<file path="config.mk">
export PLATFORM = sky130hd
export DESIGN_NAME = acm_device_flat
export DESIGN_NICKNAME = d
export VERILOG_FILES = /design/src/common/acm_pkg.sv /design/src/common/acm_link_if.sv /design/src/rtl/acm_device.sv /design/src/flat_wrapper.sv
export VERILOG_INCLUDE_DIRS = /design/src /design/src/common
export SDC_FILE = /design/constraint.sdc
export NUM_CORES = 1
export LEC_CHECK = 0
export BUFFER_PORTS_ARGS = -buffer_cell sky130_fd_sc_hd__buf_4
export CAP_MARGIN = 40
export CORE_ASPECT_RATIO = 1.75
export CORE_MARGIN = 1.5
export CORE_UTILIZATION = 40
export CTS_CLUSTER_DIAMETER = 40
export DETAILED_ROUTE_END_ITERATION = 8
export PLACE_DENSITY = 0.65
export SLEW_MARGIN = 10
export SYNTH_ARGS = -nofsm -noshare
export SYNTH_HDL_FRONTEND = slang
export SYNTH_SLANG_ARGS = --single-unit
</file>
<file path="constraint.sdc">
create_clock -name clock -period 8.67 [get_ports clock]
set_input_delay 0.4335 -clock clock [delete_from_list [all_inputs] [get_ports clock]]
set_output_delay 0.4335 -clock clock [all_outputs]
set_load 0.02 [all_outputs]
</file>
<file path="src/common/acm_cfg.svh">
// constants for the converter mode, clock and result control block
`ifndef ACM_CFG_SVH
`define ACM_CFG_SVH
`define ACM_REG_CONTROL     4'h1
`define ACM_REG_RESULT      4'h2
`define ACM_MODE_LSB        2
`define ACM_MODE_MSB        5
`define ACM_CLKSEL_LSB      0
`define ACM_CLKSEL_MSB      1
`define ACM_DUTY_BIT        6
`define ACM_CONTROL_RESET   16'h0000
`define ACM_RESULT_RESET    16'h0000
`define ACM_OSC_HALF        10'd651
`define ACM_CAL_CYCLES      16'h0040
`define ACM_SEQ_CYCLES      16'h0020
`define ACM_DUTY_ON_QUARTER 16'h0020
`define ACM_DUTY_OFF_LONG   16'h01e0
`define ACM_DUTY_OFF_SHORT  16'h0060
`define ACM_APB_CONTROL     12'h004
`define ACM_APB_STATUS      12'h008
`define ACM_APB_RESULT      12'h00c
`define ACM_APB_WRITE       12'h000
`endif

</file>
<file path="src/common/acm_pkg.sv">
// types for the converter mode, clock and result control block
package acm_pkg;
   typedef enum logic [3:0] {
      MODE_CONT      = 4'h0,
      MODE_SINGLE    = 4'h1,
      MODE_STANDBY   = 4'h2,
      MODE_POWERDOWN = 4'h3,
      MODE_IDLE      = 4'h4,
      MODE_INT_ZERO  = 4'h5,
      MODE_INT_FULL  = 4'h6,
      MODE_SYS_ZERO  = 4'h7,
      MODE_SYS_FULL  = 4'h8,
      MODE_DUTY      = 4'h9,
      MODE_SYNC_IDLE = 4'ha,
      MODE_SYNC_LOW_POWER_HOLD = 4'hb
   } acm_mode_type;
   typedef enum logic [4:0] {
      ST_IDLE  = 5'h01,
      ST_CONV  = 5'h02,
      ST_LOW_POWER_HOLD  = 5'h04,
      ST_CAL   = 5'h08,
      ST_PDOWN = 5'h10
   } acm_state_type;
endpackage

</file>
<file path="src/common/acm_link_if.sv">
// register link between host end and converter end
`timescale 1ns/1ps
`default_nettype none
interface acm_link_if;
   logic        regWrite;
   logic        regRead;
   logic [3:0]  regAddr;
   logic [15:0] regWdata;
   logic [15:0] regRdata;
   logic        syncLow_n;
   logic        clkPinIn;
   logic        clkPinOut;
   logic        clkPinOe;
   modport device (input regWrite, regRead, regAddr, regWdata, syncLow_n, clkPinIn,
                   output regRdata, clkPinOut, clkPinOe);
   modport host (output regWrite, regRead, regAddr, regWdata, syncLow_n, clkPinIn,
                 input regRdata, clkPinOut, clkPinOe);
endinterface
`default_nettype wire

</file>
<file path="src/rtl/acm_device.sv">
// converter end: mode control, main clock select, result register
// How it works
// - idle mode holds filter reset
// - internal calibrations end by returning to idle
// - system calibrations end by returning to idle
// - duty mode alternates conversion and standby
// - sync falling edge converts once, then idle
// - sync falling edge converts once, then standby
// - clock 00 internal oscillator, pin not driven
// - clock 01 internal oscillator, driven on pin
// - clock 10 takes pin clock directly
// - clock 11 halves the pin clock
// - result register holds latest result, resets zero
// - power-down only from standby, else continuous
// - mode field bits 5 to 2, reset zero
`timescale 1ns/1ps
`default_nettype none
`include "acm_cfg.svh"
module acm_device
   import acm_pkg::*;
#(
   parameter int CAL_LEN = 64
) (
   input  wire logic        clock,
   input  wire logic        reset_n,
   acm_link_if.device       link,
   input  wire logic [15:0] sampleData,
   output logic             filterReset,
   output logic             mainClockTick,
   output logic             convDone,
   output acm_state_type    state
);
   logic [15:0]   control;
   logic [15:0]   result;
   logic [15:0]   count;
   logic [9:0]    oscCount;
   logic          oscClock;
   logic          pinPrev;
   logic          halfToggle;
   logic          syncPrev;
   acm_state_type next_state;
   logic [15:0]   next_count;
   logic [3:0]    next_mode;
   logic          writeMode;
   logic          doneSeq;

   wire [3:0]  mode       = control[`ACM_MODE_MSB:`ACM_MODE_LSB];
   wire [1:0]  clkSel     = control[`ACM_CLKSEL_MSB:`ACM_CLKSEL_LSB];
   wire        ctlWrite   = link.regWrite && (link.regAddr == `ACM_REG_CONTROL);
   wire [3:0]  wrMode     = link.regWdata[`ACM_MODE_MSB:`ACM_MODE_LSB];
   wire        syncFall   = syncPrev && !link.syncLow_n;
   wire        pinRise    = link.clkPinIn && !pinPrev;
   wire        oscTick    = (oscCount == `ACM_OSC_HALF) && !oscClock;
   wire        intTick    = oscTick;
   wire        extTick    = clkSel[1] && pinRise && (!clkSel[0] || halfToggle);
   wire [15:0] dutyOff    = control[`ACM_DUTY_BIT] ? `ACM_DUTY_OFF_SHORT : `ACM_DUTY_OFF_LONG;
   wire [15:0] calLen     = CAL_LEN[15:0];
   wire [15:0] regRead16  = (link.regAddr == `ACM_REG_CONTROL) ? control :
                            (link.regAddr == `ACM_REG_RESULT)  ? result : 16'h0000;

   assign mainClockTick  = clkSel[1] ? extTick : intTick;
   assign link.clkPinOut = oscClock;
   assign link.clkPinOe  = (clkSel == 2'b01);
   assign link.regRdata  = link.regRead ? regRead16 : 16'h0000;
   assign filterReset    = (state != ST_CONV);
   assign convDone       = doneSeq;

   always_ff @(posedge clock or negedge reset_n) begin
      if (!reset_n) begin
         oscCount   <= 10'h000;
         oscClock   <= 1'b0;
         pinPrev    <= 1'b0;
         halfToggle <= 1'b0;
         syncPrev   <= 1'b1;
      end else begin
         oscCount   <= (oscCount == `ACM_OSC_HALF) ? 10'h000 : oscCount + 10'h001;
         oscClock   <= (oscCount == `ACM_OSC_HALF) ? !oscClock : oscClock;
         pinPrev    <= link.clkPinIn;
         halfToggle <= pinRise ? !halfToggle : halfToggle;
         syncPrev   <= link.syncLow_n;
      end
   end

   // mode/state sequencing, advanced per main clock tick
   always_comb begin
      next_state = state;
      next_count = count;
      next_mode  = mode;
      writeMode  = 1'b0;
      doneSeq    = 1'b0;
      if (ctlWrite) begin
         next_count = 16'h0000;
         unique case (wrMode)
            MODE_CONT, MODE_SINGLE, MODE_DUTY: next_state = ST_CONV;
            MODE_STANDBY:                      next_state = ST_LOW_POWER_HOLD;
            MODE_POWERDOWN: begin
               if (state == ST_LOW_POWER_HOLD || state == ST_PDOWN) begin
                  next_state = ST_PDOWN;
               end else begin
                  next_state = ST_CONV;
                  next_mode  = MODE_CONT;
                  writeMode  = 1'b1;
               end
            end
            MODE_INT_ZERO, MODE_INT_FULL, MODE_SYS_ZERO, MODE_SYS_FULL:
               next_state = ST_CAL;
            MODE_SYNC_LOW_POWER_HOLD: next_state = ST_LOW_POWER_HOLD;
            default:        next_state = ST_IDLE;
         endcase
      end else if (mainClockTick) begin
         next_count = count + 16'h0001;
         unique case (state)
            ST_CAL: begin
               if (count >= calLen) begin
                  next_state = ST_IDLE;
                  next_mode  = MODE_IDLE;
                  writeMode  = 1'b1;
               end
            end
            ST_CONV: begin
               if (count >= `ACM_SEQ_CYCLES) begin
                  doneSeq    = 1'b1;
                  next_count = 16'h0000;
                  unique case (mode)
                     MODE_CONT:      next_state = ST_CONV;
                     MODE_DUTY:      next_state = ST_LOW_POWER_HOLD;
                     MODE_SYNC_LOW_POWER_HOLD: next_state = ST_LOW_POWER_HOLD;
                     MODE_SINGLE, MODE_SYNC_IDLE: next_state = ST_IDLE;
                     default:        next_state = ST_IDLE;
                  endcase
               end
            end
            ST_LOW_POWER_HOLD: begin
               if (mode == MODE_DUTY && count >= dutyOff) begin
                  next_state = ST_CONV;
                  next_count = 16'h0000;
               end
            end
            default: next_count = 16'h0000;
         endcase
      end
      if (!ctlWrite && syncFall && (mode == MODE_SYNC_IDLE || mode == MODE_SYNC_LOW_POWER_HOLD)
          && (state == ST_IDLE || state == ST_LOW_POWER_HOLD)) begin
         next_state = ST_CONV;
         next_count = 16'h0000;
      end
   end

   always_ff @(posedge clock or negedge reset_n) begin
      if (!reset_n) begin
         control <= `ACM_CONTROL_RESET;
         state   <= ST_CONV;
         count   <= 16'h0000;
      end else begin
         if (ctlWrite) begin
            control <= link.regWdata;
         end
         if (writeMode) begin
            control[`ACM_MODE_MSB:`ACM_MODE_LSB] <= next_mode;
         end
         state <= next_state;
         count <= next_count;
      end
   end

   always_ff @(posedge clock or negedge reset_n) begin
      if (!reset_n) begin
         result <= `ACM_RESULT_RESET;
      end else if (doneSeq) begin
         result <= sampleData;
      end
   end
endmodule // acm_device
`default_nettype wire

</file>
<file path="src/flat_wrapper.sv">
// flat-port wrapper written by rule: the top's interface ports become plain ports
module acm_device_flat import acm_pkg::*;
#(
   parameter int CAL_LEN = 64
)
  (clock, reset_n, sampleData, filterReset, mainClockTick, convDone, state, link_regWrite, link_regRead, link_regAddr, link_regWdata, link_syncLow_n, link_clkPinIn, link_regRdata, link_clkPinOut, link_clkPinOe);
  acm_link_if link_i ();
  input  wire logic clock;
  input  wire logic reset_n;
  input  wire logic [15:0] sampleData;
  output logic filterReset;
  output logic mainClockTick;
  output logic convDone;
  output acm_state_type state;
  input wire logic [$bits(link_i.regWrite)-1:0] link_regWrite;
  input wire logic [$bits(link_i.regRead)-1:0] link_regRead;
  input wire logic [$bits(link_i.regAddr)-1:0] link_regAddr;
  input wire logic [$bits(link_i.regWdata)-1:0] link_regWdata;
  input wire logic [$bits(link_i.syncLow_n)-1:0] link_syncLow_n;
  input wire logic [$bits(link_i.clkPinIn)-1:0] link_clkPinIn;
  output wire logic [$bits(link_i.regRdata)-1:0] link_regRdata;
  output wire logic [$bits(link_i.clkPinOut)-1:0] link_clkPinOut;
  output wire logic [$bits(link_i.clkPinOe)-1:0] link_clkPinOe;
  assign link_i.regWrite = link_regWrite;
  assign link_i.regRead = link_regRead;
  assign link_i.regAddr = link_regAddr;
  assign link_i.regWdata = link_regWdata;
  assign link_i.syncLow_n = link_syncLow_n;
  assign link_i.clkPinIn = link_clkPinIn;
  assign link_regRdata = link_i.regRdata;
  assign link_clkPinOut = link_i.clkPinOut;
  assign link_clkPinOe = link_i.clkPinOe;
  acm_device #(.CAL_LEN(CAL_LEN)) u_core (.clock(clock), .reset_n(reset_n), .link(link_i), .sampleData(sampleData), .filterReset(filterReset), .mainClockTick(mainClockTick), .convDone(convDone), .state(state));
endmodule
</file>
==> metrics.csv, run 1 <==
metric,value,unit
number of synthesized register bits,67,
Pre-antenna DRT Iters,4,
Required @ worst endpoint,8240,ps
reg2reg setup slack,5580,ps
crit path to,convDone,
Area Overhead vs Synth,28.17,%
vias in the first global route,2921,
die area,0.009387,sq mm
TritonCTS Buffers,9,
Max-Cap Viols,0,
port buffer count,67,
slowest CP cell,or4b_4,
FF-to-FF Start,u_core.oscCount[0],
ys flop type,dfrtp_1,
setup TNS,0,ps
Total Nets Final,474,
initial antenna violation count,0,
routed length per instance,15.55,microns
TritonCTS clock tree,yes,
RSZ-0062 raised after global routing,false,
"FFs w/ async S/R, synth",100.0,%
Gate Count Post-Synth,353,
Initial DRC Count,147,
clk buf depth,2,
Crit path largest cell delay,510,ps
grt total ovfl,0,
Setup crit start,u_core.oscCount[0],
Critical Setup Path Class,reg2out,
H-tree Lvls,3,
"Distinct cells, synth",53,
simple-gate share of the synthesized area,24.26,%
Worst Skew,4.530,ps
synthesized area,0.003517,sq mm
fill count,827,
std cell rows,45,
Setup crit start kind,flip-flop,
post-synthesis adder-cell area fraction,1.779,%
final slew viol count,0,
placed cells,532,
Clock Pin Slew Worst Setup and Hold Paths,50,ps
post-synthesis sequential area ratio,47.74,%
final period utilization,36.73,%
post-synthesis xor/xnor area fraction,5.229,%
Core Box Area,0.008615,sq mm
Clock Sinks,67,
I/O Pins,68,
"Setup Fix Bufs, Post-CTS",0,
Die Width,73.89,microns
endpoints failing setup,0,
worst rel slew slack,52.81,%
hold path startpoint,link_syncLow_n,
share of cells above drive strength 1,27.31,%
gr usage total,19.32,%
multiplexer share of the synthesized area,6.403,%
highest clock rate,0.3140,GHz
syn_area_per_cell,9.964,sq um
dpl hpwl,6220,microns
vias per cell,5.291,
critical path peak fanout,9,
largest net degree at the start of global routing,57,
LEAKAGE,0.002093,uW
first-pass GRT wire length,13880,microns
PD cells,183.9,mW/mm^2
R2R depth,7,
Hold Fails Final Rpt,0,
worst path cell trace,ha_1 -> or4b_4 -> nor4_4 -> a21oi_2 -> nor4_1 -> buf_4,
Total Wirelength,8536,microns
GPL Wtd Cong,0.8245,
"EDFF count, synth",0,
Initial Utilization,40.83,%
worst skew pair latency,330,ps
Die H,127.0,microns
root buffer cell,clkbuf_16,
CP arrival,2750,ps
Critical R2R Capture,u_core.result[13],
syn nets,400,
Worst Setup End Kind,output pin,
Finished Layout Cells,549,
worst slew pin tran,707.8,ps
Placed Area,0.004187,sq mm
worst vdd ir,112.8,uV
combinational family with the most area after synthesis,simple AND/OR/NAND/NOR gates,
Hold WC Path Type,in2reg,
post-synthesis compound-gate area fraction,12.34,%
outcome,"complete, no violations",
drt drc,0,
"Warnings, synthesis",0,
ANT nets after route,0,
post-route cell area,0.004508,sq mm
fin crit period,3185,ps
# diodes,0,
DR vias,2905,
-- flip-flops by register name, summed over array words and instances (netlist names) --
register	cells
u_core.link.clkPinOut	1
u_core.syncPrev	1
u_core.pinPrev	1
u_core.result	16
u_core.count	16
u_core.oscCount	10
u_core.halfToggle	1
u_core.control	16
u_core.state	5
-- metrics by stage --
stage | total power, uW | hold WS, ps | worst slack (ps) | util (%)
2_1_floorplan | 417.1 | 137.9 | 5838 | -
3_3_place_gp | 466.0 | 447.4 | 5394 | 48.09
3_5_place_dp | 471.1 | 295.0 | 5598 | 48.60
4_1_cts | 840.1 | 210.6 | 5439 | 52.33
5_1_grt | 868.5 | 214.9 | 5254 | 52.33
6_report | 829.2 | 225.1 | 5485 | 52.33
-- per-layer routing --
| metal | global-route usage, % | wire [microns] |
|---|---|---|
| met5 | 0 | 0 |
| met3 | 4.732 | 344 |
| met1 | 22.35 | 3367 |
| met2 | 33.02 | 4633 |
| met4 | 8.497 | 191 |
-- worst min-delay path by stage --
stage,to,slack [ps],cells after the start
final,u_core.syncPrev,230,1
after global routing,u_core.syncPrev,210,1
after CTS,u_core.syncPrev,210,1
after detailed placement,u_core.control[9],300,1
after global placement,u_core.halfToggle,450,1
after floorplan,u_core.control[0],140,0
-- placed cells by master (no fill, tap or decap), types with 2 or more instances in the layout --
master,n
xnor2_1,10
o31ai_1,6
nand3b_1,4
dfstp_2,2
nor4b_2,2
or3_1,2
mux2_2,20
nor4_4,2
and3_1,5
dfrtp_1,65
nand4_1,3
o2bb2a_1,4
nor3b_1,2
a211oi_1,2
ha_1,5
or4_1,3
nand2_1,54
nor2b_1,20
inv_1,9
nand2b_1,6
a22oi_1,18
a22o_1,4
a21oi_1,3
o21ai_0,6
clkbuf_16,9
nor2_1,32
nand3_1,13
xor2_1,11
clkbuf_8,6
o211ai_1,2
buf_4,69
o22ai_1,2
nor3_1,6
-- cell families (layout without fill, tap and decap cells) --
family | after synthesis | after routing
fa+ha+maj | 5 | 5
xor+xnor | 21 | 21
compound gates | 58 | 58
mux | 20 | 20
buf+inv | 19 | 98
simple gates | 163 | 163
flops | 67 | 67
-- worst max-delay path: cells and delay by family (launching register included) --
family	cells	cell delay (ps)
buffers and inverters	1	210
AND/OR/NAND/NOR	3	1380
flip-flops	1	390
AO/OA/AOI/OAI	1	210
adder cells (fa/ha/maj)	1	240
-- synthesized netlist by cell type, drive strengths merged, types with 8 or more instances --
cell    number  area, sq um
nand2       54        202.7
dfrtp       65         1627
nor2        32        120.1
a22oi       18        135.1
clkbuf       8        30.03
mux2        20        225.2
xor2        11        96.34
xnor2       10        87.58
nor2b       20        125.1
inv          9        33.78
nand3       13        65.06
-- where the power goes --
part	switching (uW)	internal (uW)
combinational	55.0	48.3
clock	123	240
sequential	25.5	337
-- cell type report --
cell class	count	area, sq um	share of cell area, %
multi-input cells	267	1765	39.16
flip-flops and latches	67	1679	37.25
repair buffers	73	571.8	12.68
inverters	9	33.78	0.7494
clock buffers	16	311.5	6.911
well taps	117	146.4	3.247
-- repair_timing --
action | in CTS | in global routing
resized for setup | 0 | 0
hold buffers | 1 | 0
endpoints found under the hold margin | 9 | 0
Note: power is estimated with default switching activity, not from simulation.
==> run 2: changes to the inputs <==
==> constraint.sdc (replaced) <==
create_clock -name clock -period 3.2 [get_ports clock]
set_input_delay 0.16 -clock clock [delete_from_list [all_inputs] [get_ports clock]]
set_output_delay 0.16 -clock clock [all_outputs]
set_load 0.02 [all_outputs]
==> run 2 against run 1 <==
Effect of this change:
- utilization increased by 0.39 points
- highest routed layer unchanged
- worst hold slack got worse by 200 ps
- combinational power rose to 2.8 times the previous value
- flip-flop and latch count unchanged
- critical endpoint unchanged
- critical path type unchanged
- global-route usage rose by 0.74 points
- total power rose to 2.7 times the previous value
==> metrics.csv, run 2 (synthesis gave the netlist of run 1 again) <==
metric,value,unit,change
grt total ovfl,0,,unchanged
setup TNS,0,ps,unchanged
worst vdd ir,306.3,uV,+170%
Pre-antenna DRT Iters,4,,unchanged
routed length per instance,15.46,microns,-0.55%
Total Wirelength,8566,microns,+0.35%
gr usage total,20.06,%,+0.74 points
clock power share,43.7,%,about the same
# diodes,0,,unchanged
final slew viol count,0,,unchanged
worst rel slew slack,55.78,%,+3.0 points
Initial Utilization,40.83,%,unchanged
Top Metal Used,met4,,
TritonCTS clock tree,yes,,
sequential fraction of design power,43.6,%,about the same
Comb power frac,12.7,%,+0.2 points
Max-Cap Viols,0,,unchanged
root buffer cell,clkbuf_16,,
dpl hpwl,6297,microns,+1.3%
hold_buf cts,3,,+2
port buffer count,67,,unchanged
Setup crit start kind,flip-flop,,
Die Width,73.89,microns,unchanged
final worst slack,519.1,ps,-4966 ps
GPL Wtd Cong,0.8421,,+2.1%
std cell rows,45,,unchanged
share of cells above drive strength 1,27.92,%,+0.60 points
TritonCTS Buffers,9,,unchanged
internal cell power,1669,uW,+170%
met3 wire length,311,microns,-9.6%
WL met2,4641,microns,+0.17%
most frequent cells in the layout,"74 x buf_4, 65 x dfrtp_1, 54 x nand2_1",,
final period utilization,83.78,%,
"most common cell after layout, fill and taps aside",buf_4,,
endpoints failing setup,0,,unchanged
placed cells,535,,+0.56%
I/O Pins,68,,unchanged
H-tree Lvls,3,,unchanged
vias per cell,5.287,,about the same
Required @ worst endpoint,3040,ps,-5200 ps
worst slew pin tran,661.6,ps,-46.15 ps
Worst Setup End Kind,output pin,,
pre-CTS setup slack,554.3,ps,-5043 ps
Largest regs,"u_core.control: 16 flops, u_core.count: 16 flops, u_core.result: 16 flops",,
largest net degree at the start of global routing,57,,unchanged
Area Overhead vs Synth,29.14,%,
CP arrival,2520,ps,-230 ps
fin crit period,2681,ps,
Die H,127.0,microns,unchanged
worst skew pair latency,330,ps,about the same
Clock Pin Slew Worst Setup and Hold Paths,50,ps,about the same
die area,0.009387,sq mm,unchanged
first-pass GRT wire length,14410,microns,+3.8%
Final Util,52.72,%,+0.39 points
Critical Setup Path Class,reg2out,,
clk buf depth,2,,unchanged
initial antenna violation count,0,,unchanged
"Setup Fix Bufs, Post-CTS",0,,unchanged
Finished Layout Cells,554,,+0.91%
Worst Skew,4.759,ps,+0.2292 ps
Total Nets Final,479,,+1.1%
highest clock rate,0.3730,GHz,
Hold WC Path Type,in2reg,,
drt drc,0,,unchanged
Clock Sinks,67,,unchanged
Core Box Area,0.008615,sq mm,unchanged
PD cells,493.8,mW/mm^2,+170%
vias in the first global route,2988,,+2.3%
outcome,"complete, no violations",,
sw power,573.4,uW,+180%
Initial DRC Count,176,,+20%
ANT nets after route,0,,unchanged
LEAKAGE,0.002110,uW,+0.84%
RSZ-0062 raised after global routing,false,,
switch share,25.57,%,+1.1 points
WL met1,3442,microns,+2.2%
DR vias,2929,,+0.83%
critical path peak fanout,6,,-3
minimum hold slack,23.77,ps,-201.4 ps
fill count,789,,-4.6%
post-cts sizing count,0,,unchanged
Hold Fails Final Rpt,0,,unchanged
==> run 2: cell count changes in the layout (fill, tap and decap cells not counted), sizes merged <==
| cell | change |
|---|---|
| buf | +3 |
| bufinv | +1 |
| clkbuf | -6 |
| clkinv | +4 |
| clkinvlp | +1 |
| dlygate4sd3 | +2 |
==> run 2: through the flow <==
step / power [uW] / cell area [sq um]
after floorplan: 1130 / 3517
after global placement: 1265 / 4180
after detailed placement: 1276 / 4208
after CTS: 2271 / 4542
after global routing: 2352 / 4542
final: 2243 / 4542
==> run 2: routing by layer <==
metal | up-vias | track usage, %
met4 | 0 | 8.606
met1 | 1437 | 23.68
met3 | 11 | 4.180
met2 | 72 | 34.39
li1 | 1409 | -
met5 | - | 0
==> run 2: critical path, stage by stage (launching register included) <==
cell     delay, ps
dfrtp_1        390
ha_1           250
or4b_4         500
nor4_4         270
a21oi_2        170
nor4_1         390
buf_4          210
==> run 2: final cells by class <==
cell class	instances	area (sq um)	area share (%)
clock buffers	10	239.0	5.262
clock inverters	6	65.06	1.433
inverters	9	33.78	0.7438
multi-input cells	267	1765	38.87
flip-flops and latches	67	1679	36.97
well taps	117	146.4	3.223
repair buffers	78	613.1	13.50
==> run 2: power by group through the flow <==
stage,sequential [uW],clock [uW],combinational [uW]
2_1_floorplan,989,0,141
3_3_place_gp,990,0,275
3_5_place_dp,994,0,283
4_1_cts,979,1000,287
5_1_grt,993,1040,317
6_report,979,979,285
==> run 2: path summary, 6_finish.rpt <==
check	startpoint	end	slack, ps	cells past startpoint
hold / removal	link_regWdata[10]	u_core.control[10]	20	3
setup reg to reg	u_core.oscCount[0]	u_core.result[13]	580	7
max in group asynchronous	reset_n	u_core.count[8]	2460	3
hold reg to reg	u_core.halfToggle	u_core.halfToggle	470	1
setup / recovery	u_core.oscCount[0]	convDone	520	6
min in group asynchronous	reset_n	u_core.result[3]	230	2
